## config.mk

```make
export PLATFORM = sky130hd
export DESIGN_NAME = scl_status_regs
export DESIGN_NICKNAME = d
export VERILOG_FILES = /design/src/scl_status_regs.v /design/src/scl_word_format.v
export VERILOG_INCLUDE_DIRS = /design/src /design/src/src
export SDC_FILE = /design/constraint.sdc
export NUM_CORES = 1
export LEC_CHECK = 0
export ABC_AREA = 1
export BUFFER_PORTS_ARGS = -buffer_cell sky130_fd_sc_hd__buf_4
export CORE_UTILIZATION = 40
export CTS_CLUSTER_SIZE = 16
export DETAILED_ROUTE_END_ITERATION = 6
export PLACE_DENSITY = 0.72
export SETUP_SLACK_MARGIN = 0.1
export SLEW_MARGIN = 20
export SYNTH_ARGS = -nofsm -noshare
export SYNTH_HDL_FRONTEND = slang
export SYNTH_SLANG_ARGS = --single-unit
```

## constraint.sdc

```tcl
create_clock -name CLK -period 1.5 [get_ports CLK]
set_input_delay 0.075 -clock CLK [delete_from_list [all_inputs] [get_ports CLK]]
set_output_delay 0.075 -clock CLK [all_outputs]
set_load 0.01 [all_outputs]
```

## src/scl_status_map.vh

```
`ifndef SCL_STATUS_MAP_VH
`define SCL_STATUS_MAP_VH
// ---------------------------------------------------------------
// status and link control field layout
// ---------------------------------------------------------------
`define SCL_BIT_CRC_WIDTH      18
`define SCL_BIT_FMT_HI         17
`define SCL_BIT_FMT_LO         16
`define SCL_BIT_LINK_CRC_EN    15
`define SCL_BIT_INT_EN         14
`define SCL_RST_CRC_WIDTH      1'b0
`define SCL_RST_FMT            2'b01
`define SCL_RST_LINK_CRC_EN    1'b0
`define SCL_RST_INT_EN         1'b0
`define SCL_RST_READY          4'hf
// ---------------------------------------------------------------
// sample format codes and unlock key
// ---------------------------------------------------------------
`define SCL_FMT_16R            2'b00
`define SCL_FMT_24             2'b01
`define SCL_FMT_32Z            2'b10
`define SCL_FMT_32S            2'b11
`define SCL_UNLOCK_KEY         8'ha5
`endif

```

## src/scl_status_regs.v

```verilog
`timescale 1ns/1ps
`include "scl_status_map.vh"
// Summary of operation
// - with interrupt enabled, checksum mismatch holds ready pin low until cleared
// - writing lock key equal to 0xa5 clears the checksum interrupt
// - checksum always computed and readable even with interrupt disabled
// - interrupt disabled: mismatch leaves ready pin untouched
// - bits 11 down to 4 read as zero
// - four ready flags in bits 3..0, reset 1, go 0 on new result
// - status register read returns all ready flags to 1, except those getting a new result in the same cycle
// - reading a channel result does not touch its ready flag
module scl_status_regs (
    // clock and reset
    input  wire        CLK,
    input  wire        RST,
    // register port
    input  wire        WR_EN,
    input  wire [23:0] WR_DATA,
    input  wire        RD_EN,
    output reg  [23:0] RD_DATA,
    input  wire        RESULT_RD,
    input  wire        LOCK_WR,
    input  wire [7:0]  LOCK_DATA,
    // checksum
    input  wire [15:0] CFG_CHECKSUM,
    input  wire        CHECK_DONE,
    input  wire        CHECK_MISMATCH,
    output reg  [15:0] CONFIG_MAP_CHECKSUM,
    // conversion side
    input  wire [3:0]  NEW_RESULT,
    input  wire [23:0] SAMPLE,
    output reg  [31:0] SAMPLE_WORD,
    output reg  [5:0]  SAMPLE_BITS,
    // link crc
    input  wire        SEQ_END,
    input  wire [15:0] LINK_CRC,
    output reg  [31:0] CRC_TRAILER,
    output reg  [5:0]  CRC_BITS,
    // pins
    output reg         READY_PIN_N
);
    // ---------------------------------------------------------------
    // state
    // ---------------------------------------------------------------
    reg         crc_width_ff;
    reg  [1:0]  fmt_ff;
    reg         link_crc_en_ff;
    reg         int_en_ff;
    reg         int_ff;
    reg  [3:0]  channel_ready_flags_ff;
    reg         nxt_crc_width;
    reg  [1:0]  nxt_fmt;
    reg         nxt_link_crc_en;
    reg         nxt_int_en;
    reg         nxt_int;
    reg  [3:0]  nxt_flags;
    reg  [23:0] nxt_rd_data;
    reg  [15:0] nxt_checksum;
    reg  [31:0] nxt_trailer;
    reg  [5:0]  nxt_crc_bits;
    wire [31:0] fmt_word;
    wire [5:0]  fmt_bits;

    function [23:0] status_word;
        input        cw;
        input [1:0]  fm;
        input        le;
        input        ie;
        input [3:0]  fl;
        begin
            status_word = {5'h00, cw, fm, le, ie, 2'b00, 8'h00, fl};
        end
    endfunction

    scl_word_format u_fmt (
        .fmt       (fmt_ff),
        .sample    (SAMPLE),
        .word      (fmt_word),
        .word_bits (fmt_bits)
    );

    // ---------------------------------------------------------------
    // configuration fields
    // ---------------------------------------------------------------
    // reserved 13:12 are not stored; host keeps them zero
    always @* begin
        nxt_crc_width   = crc_width_ff;
        nxt_fmt         = fmt_ff;
        nxt_link_crc_en = link_crc_en_ff;
        nxt_int_en      = int_en_ff;
        if (WR_EN) begin
            nxt_crc_width   = WR_DATA[`SCL_BIT_CRC_WIDTH];
            nxt_fmt         = WR_DATA[`SCL_BIT_FMT_HI:`SCL_BIT_FMT_LO];
            nxt_link_crc_en = WR_DATA[`SCL_BIT_LINK_CRC_EN];
            nxt_int_en      = WR_DATA[`SCL_BIT_INT_EN];
        end
    end

    always @(posedge CLK) begin
        if (RST) begin
            crc_width_ff   <= `SCL_RST_CRC_WIDTH;
            fmt_ff         <= `SCL_RST_FMT;
            link_crc_en_ff <= `SCL_RST_LINK_CRC_EN;
            int_en_ff      <= `SCL_RST_INT_EN;
        end else begin
            crc_width_ff   <= nxt_crc_width;
            fmt_ff         <= nxt_fmt;
            link_crc_en_ff <= nxt_link_crc_en;
            int_en_ff      <= nxt_int_en;
        end
    end

    // ---------------------------------------------------------------
    // checksum interrupt and ready pin
    // ---------------------------------------------------------------
    always @* begin
        nxt_int = int_ff;
        if (LOCK_WR && LOCK_DATA == `SCL_UNLOCK_KEY) begin
            nxt_int = 1'b0;
        end
        // new mismatch wins over a same-cycle clear
        if (int_en_ff && CHECK_DONE && CHECK_MISMATCH) begin
            nxt_int = 1'b1;
        end
    end

    // pin follows interrupt; data-ready pulses are outside this slice
    always @(posedge CLK) begin
        if (RST) begin
            int_ff      <= 1'b0;
            READY_PIN_N <= 1'b1;
        end else begin
            int_ff      <= nxt_int;
            READY_PIN_N <= ~nxt_int;
        end
    end

    // ---------------------------------------------------------------
    // ready flags and status read
    // ---------------------------------------------------------------
    always @* begin
        nxt_flags   = channel_ready_flags_ff;
        nxt_rd_data = RD_DATA;
        if (RD_EN) begin
            // result reads have no path here; only this read restores
            nxt_flags   = `SCL_RST_READY;
            nxt_rd_data = status_word(crc_width_ff, fmt_ff, link_crc_en_ff,
                                      int_en_ff, channel_ready_flags_ff);
        end
        // a result landing with the read is kept for the next read
        nxt_flags = nxt_flags & ~NEW_RESULT;
    end

    always @(posedge CLK) begin
        if (RST) begin
            channel_ready_flags_ff <= `SCL_RST_READY;
            RD_DATA                <= 24'h000000;
        end else begin
            channel_ready_flags_ff <= nxt_flags;
            RD_DATA                <= nxt_rd_data;
        end
    end

    // ---------------------------------------------------------------
    // configuration checksum capture
    // ---------------------------------------------------------------
    always @* begin
        nxt_checksum = CONFIG_MAP_CHECKSUM;
        if (CHECK_DONE) begin
            nxt_checksum = CFG_CHECKSUM;
        end
    end

    always @(posedge CLK) begin
        if (RST) begin
            CONFIG_MAP_CHECKSUM <= 16'h0000;
        end else begin
            CONFIG_MAP_CHECKSUM <= nxt_checksum;
        end
    end

    // ---------------------------------------------------------------
    // sample word
    // ---------------------------------------------------------------
    always @(posedge CLK) begin
        if (RST) begin
            SAMPLE_WORD <= 32'h00000000;
            SAMPLE_BITS <= 6'h00;
        end else begin
            SAMPLE_WORD <= fmt_word;
            SAMPLE_BITS <= fmt_bits;
        end
    end

    // ---------------------------------------------------------------
    // link crc trailer
    // ---------------------------------------------------------------
    always @* begin
        nxt_trailer  = CRC_TRAILER;
        nxt_crc_bits = CRC_BITS;
        if (SEQ_END) begin
            if (!link_crc_en_ff) begin
                nxt_trailer  = 32'h00000000;
                nxt_crc_bits = 6'h00;
            end else if (crc_width_ff) begin
                // zero tail keeps the trailer one whole 32-bit word
                nxt_trailer  = {LINK_CRC, 16'h0000};
                nxt_crc_bits = 6'h20;
            end else begin
                nxt_trailer  = {16'h0000, LINK_CRC};
                nxt_crc_bits = 6'h10;
            end
        end
    end

    always @(posedge CLK) begin
        if (RST) begin
            CRC_TRAILER <= 32'h00000000;
            CRC_BITS    <= 6'h00;
        end else begin
            CRC_TRAILER <= nxt_trailer;
            CRC_BITS    <= nxt_crc_bits;
        end
    end
endmodule

```

## src/scl_word_format.v

```verilog
`timescale 1ns/1ps
`include "scl_status_map.vh"
module scl_word_format (
    // control
    input  wire [1:0]  fmt,
    // data
    input  wire [23:0] sample,
    output reg  [31:0] word,
    output reg  [5:0]  word_bits
);
    reg [16:0] rnd;
    always @* begin
        rnd = {sample[23], sample[23:8]} + {16'h0000, sample[7]};
        // saturate so rounding never wraps to the opposite sign
        if (rnd[16] != rnd[15]) begin
            rnd[15:0] = sample[23] ? 16'h8000 : 16'h7fff;
        end
        case (fmt)
            `SCL_FMT_16R: begin
                word      = {16'h0000, rnd[15:0]};
                word_bits = 6'h10;
            end
            `SCL_FMT_24: begin
                word      = {8'h00, sample};
                word_bits = 6'h18;
            end
            `SCL_FMT_32Z: begin
                word      = {sample, 8'h00};
                word_bits = 6'h20;
            end
            default: begin
                word      = {{8{sample[23]}}, sample};
                word_bits = 6'h20;
            end
        endcase
    end
endmodule

```

### Yosys cells after proc, flatten, opt, wreduce, memory -nomap -nowiden

Index checks and enable logic that the tools add are counted.

| storage, ports and cells | value |
|---|---|
| word-level logic and storage cells | 36 |
| register bits after elaboration | 112 |

| operators by class | value |
|---|---|
| bitwise logic cells | 3 |
| $add $sub $neg | 1 |
| equal/unequal tests | 4 |
| multiplexer cells | 11 |
| reduce and logical (&&, ||, !) cells | 4 |

Operators by type and width:

| operator | number |
|---|---|
| $pmux 32 s3 | 1 |
| $mux 32 | 2 |
| $mux 16 | 2 |
| $add 16x2->17 | 1 |
| $mux 6 | 2 |
| $pmux 6 s2 | 1 |
| $eq 8x8->1 const B | 1 |
| $and 4x4->4 | 1 |
| $mux 4 | 1 |
| $not 4->4 | 1 |
| $logic_and 1x1->1 | 3 |
| $eq 2x1->1 const B | 1 |
| $eq 2x2->1 const B | 1 |
| $logic_not 2->1 | 1 |
| $mux 1 | 2 |
| $ne 1x1->1 | 1 |
| $not 1->1 | 1 |

### Logic depth before layout (Yosys ltp)

Gate-level depths: netlist of run 1.

| depth | value |
|---|---|
| word-level depth | 5 |
| depth in mapped cells | 12 |

### Cells and area by module

From an unflattened synthesis of run 1, not the netlist that was laid out.

| unflattened totals | value |
|---|---|
| cell total of the unflattened synthesis | 648 |
| area total of the unflattened synthesis | 4904.7 sq um |

Modules (own cells, without submodules):

| module | times used | cells an instance | sequential area each (sq um) | area an instance (sq um) |
|---|---|---|---|---|
| scl_status_regs | 1 | 442 | 2162.1 | 3724.8 |
| scl_word_format | 1 | 206 | 0.0 | 1179.9 |

### Least setup slack after synthesis of run 1

No wires, ideal clock.

| timing | value |
|---|---|
| kind | input port to flip-flop |
| from | input SAMPLE[7] |
| to | register SAMPLE_WORD[4] |
| path buffers | 1 |
| slack | 44 ps |
| stages | 11 |
| arrival | 1388 ps |
| setup time | 68 ps |
| cell sequence | ha_1 -> ha_1 -> nand2_2 -> nor2_4 -> nand2_4 -> o21ai_4 -> nand3_2 -> nand3_4 -> buf_12 -> nand3_2 -> a21oi_2 |

| on the way | value |
|---|---|
| cells in the longest elaborated chain, start to end | 4 |

Ends and longest elaborated chain:

| item | RTL line | text |
|---|---|---|
| start, declared | scl_status_regs.v:31 | `input wire [23:0] SAMPLE,` |
| $add 16x2->17 (*) | scl_word_format.v:13 | `rnd = {sample[23], sample[23:8]} + {16'h0000, sample[7]};` |
| $ne 1x1->1 | scl_word_format.v:15 | `if (rnd[16] != rnd[15]) begin` |
| $mux 16 (*) | scl_word_format.v:15 |  |
| $pmux 32 s3 (*) | scl_word_format.v:18 | `case (fmt)` |
| end signal, assigned | scl_status_regs.v:190 | `SAMPLE_WORD <= fmt_word;` |
| end, declared | scl_status_regs.v:32 | `output reg [31:0] SAMPLE_WORD,` |

Mark *: on every way between the ends. The rest lies on a longest branch, timed or not.
A chain may end at the register's enable or synchronous reset.

### Worst setup path after layout of run 1

| timing | value |
|---|---|
| from | register fmt_ff[1] |
| to | register SAMPLE_WORD[12] |

| on the way | value |
|---|---|
| cells in the longest elaborated chain, start to end | 2 |
| elaborated cells between the ends (all ways) | 4 |
| those cells by class | eq/ne: 2; mux: 1; reduce/logical: 1 |

Ends and longest elaborated chain:

| item | RTL line | text |
|---|---|---|
| start, declared | scl_status_regs.v:46 | `reg [1:0] fmt_ff;` |
| start signal, assigned | scl_status_regs.v:102 | `` fmt_ff <= `SCL_RST_FMT; `` |
| start signal, assigned | scl_status_regs.v:107 | `fmt_ff <= nxt_fmt;` |
| $eq 2x2->1 (tied with other cells) | scl_word_format.v:18 |  |
| $pmux 32 s3 (*) | scl_word_format.v:18 |  |

Marked as above.

==> results.yml, run 1 <==
status:
  status: "complete, no violations"
die:
  ios: 218
  start_util: 0.4179
  core_sq_mm: 0.01108
  rows: 38
  die_w_um: 109.6
  die_height_um: 109.6
  die-area_sq_mm: 0.01201
power:
  p_int_mw: 4.718
  leakagePower_nw: 3.147
  combPwrFrac: 0.179
  p_total_mw: 6.392
  irDropWorstVdd_uv: 889.0
  pwr-share-seq: 0.469
  clock_power_share: 0.352
  power_switching_share: 0.2619
  p_switching_mw: 1.674
  powerDensity_mw_per_mm2: 927.5
logic_synthesis:
  yosys.area.top_type: "dfxtp_1"
  syn_area_sq_mm: 0.004629
  yosysSeqAreaShare: 0.4541
  synth_area_leaders: "dfxtp_1 (45%), nand2_1 (9.8%), a21oi_1 (6.9%), nor2_1 (6.0%), nand3_2 (4.8%)"
  yosysTopAreaCellShare: 0.4541
  yosys_register_bits: 105
  yosys_warnings: 0
  synth_flop_cell: "dfxtp_1"
  postSynth.asyncResetShare: 0
  syn_inst: 589
  synth_edf_count: 0
  avgSynthCellArea_sq_um: 7.860
  synth_cell_types: 39
  synth_most_common_cell: "nand2_1"
  synthTopCellsByCount: "nand2_1 (121), dfxtp_1 (105), nor2_1 (74)"
placed_design:
  dpl.cell_count: 902
  port-buffer-count: 175
  dp_hpwl_um: 9943
  gp_congestion: 0.9396
  placed_area_sq_mm: 0.006150
  dp_slack_ps: -114.9
cells_and_area:
  drive_gt1_frac: 0.3309
  utilization: 0.6221
  fin_area_sq_mm: 0.006892
  area_growth_syn_to_layout_pct: 48.86
  fin_nets: 920
  stdcell_count: 962
  n_antenna_cell: 0
drt:
  drtPass1Iterations: 7
  vias: 4610
  drc: 0
  routed_via_density: 4.792
  wl_per_cell_um: 14.06
  first_iter_violations: 241
  antenna_left: 0
  wl_um: 13520
global_routing:
  grt_max_degree: 35
  grt_use_total: 0.2296
  first_global_vias: 4320
  overflow: 0
  grt_pass1_wl_um: 21380
  grt_antenna_before_repair: 0
clocking:
  cts_tree: "built"
  clk_pin_slew_ps: 70
  clock-root-buffer: "clkbuf_16"
  cts-buffers-inserted: 9
  clockBufferDepth: 2
  cts_max_level: 3
  clk_latency_ps: 350
  clock_sinks: 105
critical_path:
  cp_slowest_stage_delay_ps: 370
  cp-start-kind: "register"
  crit_slowest_cell: "dfxtp_2"
  worstPathMaxFanout: 19
  worstPathRequired_ps: 1730
  cp_cell_sequence: "inv_1, nor2_1, buf_4, a211oi_1, a21oi_2"
  worstPathArrival_ps: 1520
  crit_path_end_kind: "register"
  worst-setup-path-type: "reg2reg"
timing:
  hold_viol: 0
  clock_skew_ps: 4.204
  drv_slew: 0
  finalCriticalPeriod_ps: 1283
  setup_ws_ps: 216.6
  fmax_ghz: 0.7792
  finalSetupViolCount: 0
  slew-limit-headroom: 0.3974
  worst_pin_slew_ps: 898.4
  fin_crit_sh: 0.8556
  rsz0062_at_grt: "false"
flow_run:
  max-cap-violations: 0
min_path:
  timing.hold.worst.class: "in2reg"
## layout by cell type, fill, tap and decap left out, types with 3 or more instances in the layout
cell type      Yosys  layout
o21ai_0           41      41
nand3_1           18      17
nand2_2            3       3
clkbuf_16          0       9
dfxtp_1          105     104
nor2_4             4       4
a21oi_1           64      64
buf_4             24     203
conb_1             1      22
nand3_2           22      23
nand2_1          121     121
inv_1             23      23
xor2_1             9       9
nand2b_1          16      16
nor3_1             3       3
a21oi_2            8       8
nor2_1            74      74
dlygate4sd3_1      0      44
## area by class of cell
type | instances | area (sq um)
tap | 140 | 175.2
sequential | 105 | 2103
clock buffer | 11 | 252.7
multi-input combinational | 427 | 2225
clock inverter | 5 | 37.54
timing repair buffer | 249 | 2004
fill | 955 | 4187
inverter | 25 | 93.84
## kinds of logic after synthesis
kind of cell,synth area share
xor gates and xnor gates,0.01892
buffers and inverters,0.09108
DFF,0.4541
AOI/OAI and AO/OA,0.1435
adders and majority gates,0.005405
other,0.0008100
and+or+nand+nor,0.2862
## layer usage
metal	share of wire	global-route usage	vias to the layer above
met3	0.058	0.06165	22
met4	0.016	0.06476	0
met1	0.47	0.3043	2122
met2	0.46	0.3661	140
met5	0	0	-
li1	-	-	2326
## power by group through the flow
stage          sequential, mW  clock (mW)  combinational [mW]
5_1_grt                  3.01        2.44                1.25
3_3_place_gp             3.06           0                1.03
3_5_place_dp             3.06           0                1.04
2_1_floorplan            3.11           0               0.486
6_report                 3.00        2.25                1.14
4_1_cts                  3.00        2.31                1.14
## state kept, by name, indices dropped and copies added, names as in the netlist
register / count
CONFIG_MAP_CHECKSUM: 16
CRC_BITS: 2
CRC_TRAILER: 32
RD_DATA: 9
READY_PIN_N: 1
SAMPLE_BITS: 3
SAMPLE_WORD: 32
channel_ready_flags_ff: 4
crc_width_ff: 1
fmt_ff: 2
int_en_ff: 1
int_ff: 1
link_crc_en_ff: 1
## critical path: cells and delay by family (launching register included)
kind	cells	cell delay, ps
AOI/OAI and AO/OA	2	380
buffers and inverters	2	370
DFF	1	370
and+or+nand+nor	1	60
## stage by stage
stage	setup TNS (ps)	hold WS, ps
after detailed placement	-1302	274.9
after global routing	0	10.17
after global placement	-463.0	269.1
final	0	9.101
after CTS	0	2.784
after floorplan	0	186.4
## path summary, 6_finish.rpt
path                        start              end  slack, ps  cells past startpoint
setup / recovery        fmt_ff[1]  SAMPLE_WORD[12]        220                      5
hold reg to reg   CRC_TRAILER[28]  CRC_TRAILER[28]        470                      2
hold / removal              WR_EN     crc_width_ff          9                      3
setup reg to reg        fmt_ff[1]  SAMPLE_WORD[12]        220                      5
## what timing repair did
| action | in CTS | in global routing |
|---|---|---|
| endpoints found under the setup margin | 0 | 19 |
| hold endpoints to repair | 55 | 0 |
| hold buffers | 44 | 0 |
| buffers inserted | 0 | 0 |
| gates resized for setup | 0 | 3 |
(Power assumes the default switching activity.)
==> run 2, diff against run 1 <==
==> constraint.sdc (replaced) <==
create_clock -name CLK -period 1.5 [get_ports CLK]
set_input_delay 0.225 -clock CLK [delete_from_list [all_inputs] [get_ports CLK]]
set_output_delay 0.225 -clock CLK [all_outputs]
set_load 0.01 [all_outputs]
==> run 2 against run 1 <==
Register-to-register slack got worse by 90 ps. Maximum frequency decreased by 6.6%. Global-route usage decreased by 0.17 points. Clock skew increased by 4.1 ps. Power decreased by 2.1%. Critical path type unchanged. Flip-flop and latch count unchanged. Cell count decreased by 2.4%. Worst setup slack got worse by 90 ps. Hold slack improved by 49 ps. Via count decreased by 0.74%. Sequential share of layout area increased by 0.79 points.
==> results.yml, run 2 (same netlist as run 1, synthesis figures left out) <==
global_routing:
  grt_antenna_before_repair: 0
  gr-usage-met2: 0.3612
  grt_use_met3: 0.04624
  grt_pass1_wl_um: 20980
  overflow: 0
  busiest_layer: "met2"
  use_met1: 0.3021
  grt_use_total: 0.2278
  grt_max_degree: 42
  first_global_vias: 4266
clocking:
  clockBufferDepth: 2
  cts_max_level: 3
  holdBufCountCts: 0
  clock_sinks: 105
  clk_latency_ps: 350
  clk_pin_slew_ps: 70
  cts-buffers-inserted: 9
  clock-root-buffer: "clkbuf_16"
  cts_tree: "built"
drt:
  routed_via_density: 4.873
  antenna_left: 0
  wl_per_cell_um: 14.52
  wl_um: 13640
  drc: 0
  first_iter_violations: 228
  vias: 4576
  drtPass1Iterations: 4
critical_path:
  worstPathMaxFanout: 16
  crit_path_end_kind: "register"
  worstPathArrival_ps: 1640
  crit_slowest_cell: "dfxtp_1"
  cp_num_buf_inv: 2
  worst-setup-path-type: "reg2reg"
  cp_slowest_stage_delay_ps: 360
  worstPathRequired_ps: 1770
  cp-start-kind: "register"
  cp_cell_sequence: "buf_4, nor2_1, buf_4, o211ai_1, a31oi_1"
  crit_path_frequent_cell: "buf_4"
  critical_path.top_delay_family: "buffers and inverters"
status:
  status: "complete, no violations"
timing:
  finalSetupViolCount: 0
  rsz0062_at_grt: "true"
  fmax_ghz: 0.7280
  whs_ps: 58.19
  hold_viol: 0
  drv_slew: 0
  clock_skew_ps: 8.262
  finalCriticalPeriod_ps: 1374
  fin_crit_sh: 0.9157
die:
  start_util: 0.4179
  core_sq_mm: 0.01108
  rows: 38
  die-area_sq_mm: 0.01201
  die_w_um: 109.6
  die_height_um: 109.6
  ios: 218
min_path:
  timing.hold.worst.class: "in2reg"
cells_and_area:
  layout.cells.most_common: "buf_4"
  fillers: 1038
  fin_nets: 899
  area_growth_syn_to_layout_pct: 45.11
  fin_area_sq_mm: 0.006718
  top_regs: "CRC_TRAILER x32, SAMPLE_WORD x32, CONFIG_MAP_CHECKSUM x16"
  final_cell_mix: "buf_4 (220), nand2_1 (120), dfxtp_1 (104)"
  n_antenna_cell: 0
  drive_gt1_frac: 0.3780
flow_run:
  max-cap-violations: 0
placed_design:
  gp_congestion: 0.8975
  port-buffer-count: 175
  placed_area_sq_mm: 0.006302
  dp_hpwl_um: 10060
power:
  irDropWorstVdd_uv: 734.1
  powerDensity_mw_per_mm2: 932.0
  leakagePower_nw: 3.088
run 2: changes by cell type in the layout (fill, tap and decap cells not counted), moves of 3 or more:
cell / previous run / this run
buf_4: 203 / 220
nand3_1: 17 / 10
nand3_4: 2 / 6
a21oi_2: 8 / 11
nand3_2: 23 / 28
dlygate4sd3_1: 44 / 0
a21oi_1: 64 / 61
run 2: worst paths after layout:
kind | from | to | slack [ps] | depth (start not counted)
setup / recovery | fmt_ff[0] | SAMPLE_WORD[15] | 130 | 5
hold / removal | NEW_RESULT[0] | channel_ready_flags_ff[0] | 60 | 2
setup reg to reg | fmt_ff[0] | SAMPLE_WORD[15] | 130 | 5
hold reg to reg | CRC_TRAILER[15] | CRC_TRAILER[15] | 470 | 2
run 2: final cells by class:
cell class                      count  area [sq um]  area share
Clock buffer                       10         229.0     0.03408
Timing Repair Buffer              226          1763      0.2624
Tap cell                          140         175.2     0.02608
Clock inverter                      4         31.28    0.004656
Sequential cell                   105          2103      0.3131
Multi-Input combinational cell    429          2318      0.3451
Inverter                           25         97.59     0.01453
run 2: worst register-to-register path: stages (launching register included):
cell and delay, ps:
dfxtp_1 360, buf_4 200, nor2_1 90, buf_4 290, o211ai_1 180, a31oi_1 180
run 2: routing by layer:
layer / part of all wire / wire length, um
met5: 0 / 0
met4: 0.017 / 235
met3: 0.073 / 991
met2: 0.46 / 6253
met1: 0.45 / 6158
run 2: through the flow:
step / util / setup TNS (ps) / cells / worst slack, ps / total power [mW]
3_3_place_gp: 0.5689 / -3072 / 920 / -224.1 / 4.122
6_report: 0.6064 / 0 / 939 / 126.4 / 6.261
4_1_cts: 0.5969 / 0 / 937 / 100.0 / 6.290
5_1_grt: 0.6064 / 0 / 939 / 74.07 / 6.532
2_1_floorplan: - / 0 / 610 / 2.589 / 3.600
3_5_place_dp: 0.5689 / -3890 / 920 / -274.4 / 4.136
run 2: power breakdown:
group | internal [mW] | total, mW | switching, mW | leakage [nW]
registers | 2.93 | 3.00 | 0.0687 | 0.864
clock network | 1.12 | 2.15 | 1.03 | 0.129
logic | 0.527 | 1.11 | 0.583 | 2.10
total | 4.58 | 6.26 | 1.68 | 3.09
run 2: what timing repair did:
action,in CTS,in global routing
buffers inserted,1,1
resized for setup,3,17
pin swaps,5,8
endpoints found under the setup margin,5,36
gates cloned,2,1
==> run 3, diff against run 2 <==
Settings changed: RECOVER_POWER set to 50.
==> run 3 against run 2 <==
Sequential power is essentially flat. Sequential share of layout area grew 1.2 points. Combinational power shrank 7%. Critical path depth is the same. Clock skew is essentially flat. Die area is the same. Power shrank 1.3%. Cell area shrank 3.7%. Global-route usage is the same. Cell count is the same. Critical path type unchanged. Maximum frequency grew 0.81%.
==> results.yml, run 3 (same netlist as run 1, synthesis figures left out) <==
status:
  status: "complete, no violations"
drt:
  drtPass1Iterations: 4
  wl_um: 13670
  drc: 0
  routed_via_density: 4.871
  vias: 4574
  antenna_left: 0
  first_iter_violations: 275
  wl_per_cell_um: 14.56
timing:
  worst_pin_slew_ps: 521.5
  hold_viol: 0
  clock_skew_ps: 8.024
  fmax_ghz: 0.7339
  tns_ps: 0
  drv_slew: 0
  slew-limit-headroom: 0.6524
  rsz0062_at_grt: "true"
  setup_ws_ps: 137.5
  finalSetupViolCount: 0
  fin_crit_sh: 0.9084
  finalCriticalPeriod_ps: 1363
global_routing:
  grt_pass1_wl_um: 20980
  first_global_vias: 4266
  overflow: 0
  grt_max_degree: 42
  grt_antenna_before_repair: 0
  grt_use_total: 0.2278
cells_and_area:
  n_antenna_cell: 0
  area_growth_syn_to_layout_pct: 39.76
  stdcell_count: 939
  utilization: 0.5840
  final_cell_mix: "buf_4 (157), nand2_1 (120), dfxtp_1 (104)"
  drive_gt1_frac: 0.3004
  layout.cells.most_common: "buf_4"
  fin_nets: 899
  top_regs: "CRC_TRAILER x32, SAMPLE_WORD x32, CONFIG_MAP_CHECKSUM x16"
clocking:
  clockBufferDepth: 2
  clk_pin_slew_ps: 70
  cts_max_level: 3
  cts-buffers-inserted: 9
  clock-root-buffer: "clkbuf_16"
  holdBufCountCts: 0
  clk_latency_ps: 350
  cts_tree: "built"
  clock_sinks: 105
critical_path:
  cp_cell_sequence: "buf_4, nor2_1, buf_4, o211ai_1, a31oi_1"
  crit_path_frequent_cell: "buf_4"
  worstPathMaxFanout: 16
  cp-start-kind: "register"
  worstPathRequired_ps: 1770
  crit_path_end_kind: "register"
  worstPathArrival_ps: 1630
  worst-setup-path-type: "reg2reg"
  r2r_slack_ps: 140
  cp_slowest_stage_delay_ps: 360
  crit_slowest_cell: "dfxtp_1"
flow_run:
  max-cap-violations: 0
power:
  power_switching_share: 0.2721
  irDropWorstVdd_uv: 731.9
  leakagePower_nw: 2.834
  pwr-share-seq: 0.485
  p_int_mw: 4.498
  clock_power_share: 0.348
  powerDensity_mw_per_mm2: 955.2
  p_switching_mw: 1.681
  combPwrFrac: 0.167
placed_design:
  port-buffer-count: 175
  dpl.cell_count: 920
  gp_congestion: 0.8975
  dp_hpwl_um: 10060
  dp_slack_ps: -274.4
die:
  die_height_um: 109.6
  die_w_um: 109.6
  start_util: 0.4179
  die-area_sq_mm: 0.01201
  ios: 218
  core_sq_mm: 0.01108
  rows: 38
min_path:
  timing.hold.worst.class: "in2reg"
[run 3: cell count changes in the layout (fill, tap and decap cells not counted)]
cell and change:
buf_12 -1, buf_4 -63, clkbuf_1 +62, clkbuf_2 +1
clkbuf_4 +1
[run 3: final timing paths]
path / startpoint / to / cells after the start
min: NEW_RESULT[0] / channel_ready_flags_ff[0] / 2
max reg2reg: fmt_ff[0] / SAMPLE_WORD[15] / 5
max: fmt_ff[0] / SAMPLE_WORD[15] / 5
min reg2reg: CRC_TRAILER[7] / CRC_TRAILER[7] / 2
[run 3: repair_timing]
item,4_1_cts,5_1_grt
pin swaps,5,8
gates cloned,2,1
setup endpoints to repair,5,36
buffers inserted,1,1
gates resized for setup,3,17
[run 3: layout make-up]
class | instances | area (sq um)
repair buffers | 226 | 1515
clock inverters | 4 | 31.28
fillers | 1111 | 4608
multi-input cells | 429 | 2318
well taps | 140 | 175.2
flip-flops and latches | 105 | 2103
inverters | 25 | 97.59
clock buffers | 10 | 229.0
[run 3: worst max-delay path: cells and delay by family, from the launching register on]
family          cells  cell delay, ps
buf+inv             2             480
flops               1             360
simple gates        1              90
compound gates      2             350
[run 3: through the flow]
stage | hold slack (ps) | instance area (sq um) | power [mW]
6_report | 58.28 | 6470 | 6.180
5_1_grt | 58.64 | 6470 | 6.450
4_1_cts | 45.11 | 6613 | 6.290
3_5_place_dp | 424.3 | 6302 | 4.136
3_3_place_gp | 420.7 | 6302 | 4.122
2_1_floorplan | 336.4 | 4751 | 3.600
[run 3: power groups by stage]
stage / Combinational (mW) / Clock, mW / Sequential (mW)
global route: 1.13 / 2.31 / 3.01
finish: 1.03 / 2.15 / 3.00
CTS: 1.09 / 2.20 / 3.00
detailed placement: 1.07 / 0 / 3.07
global placement: 1.06 / 0 / 3.06
floorplan: 0.489 / 0 / 3.11
[run 3: metal layers]
| metal | vias up | GRT usage | wire, um |
|---|---|---|---|
| li1 | 2285 | - | - |
| met1 | 2092 | 0.3021 | 6220 |
| met2 | 177 | 0.3612 | 6250 |
| met3 | 20 | 0.04624 | 942 |
| met4 | 0 | 0.09238 | 259 |
| met5 | - | 0 | 0 |
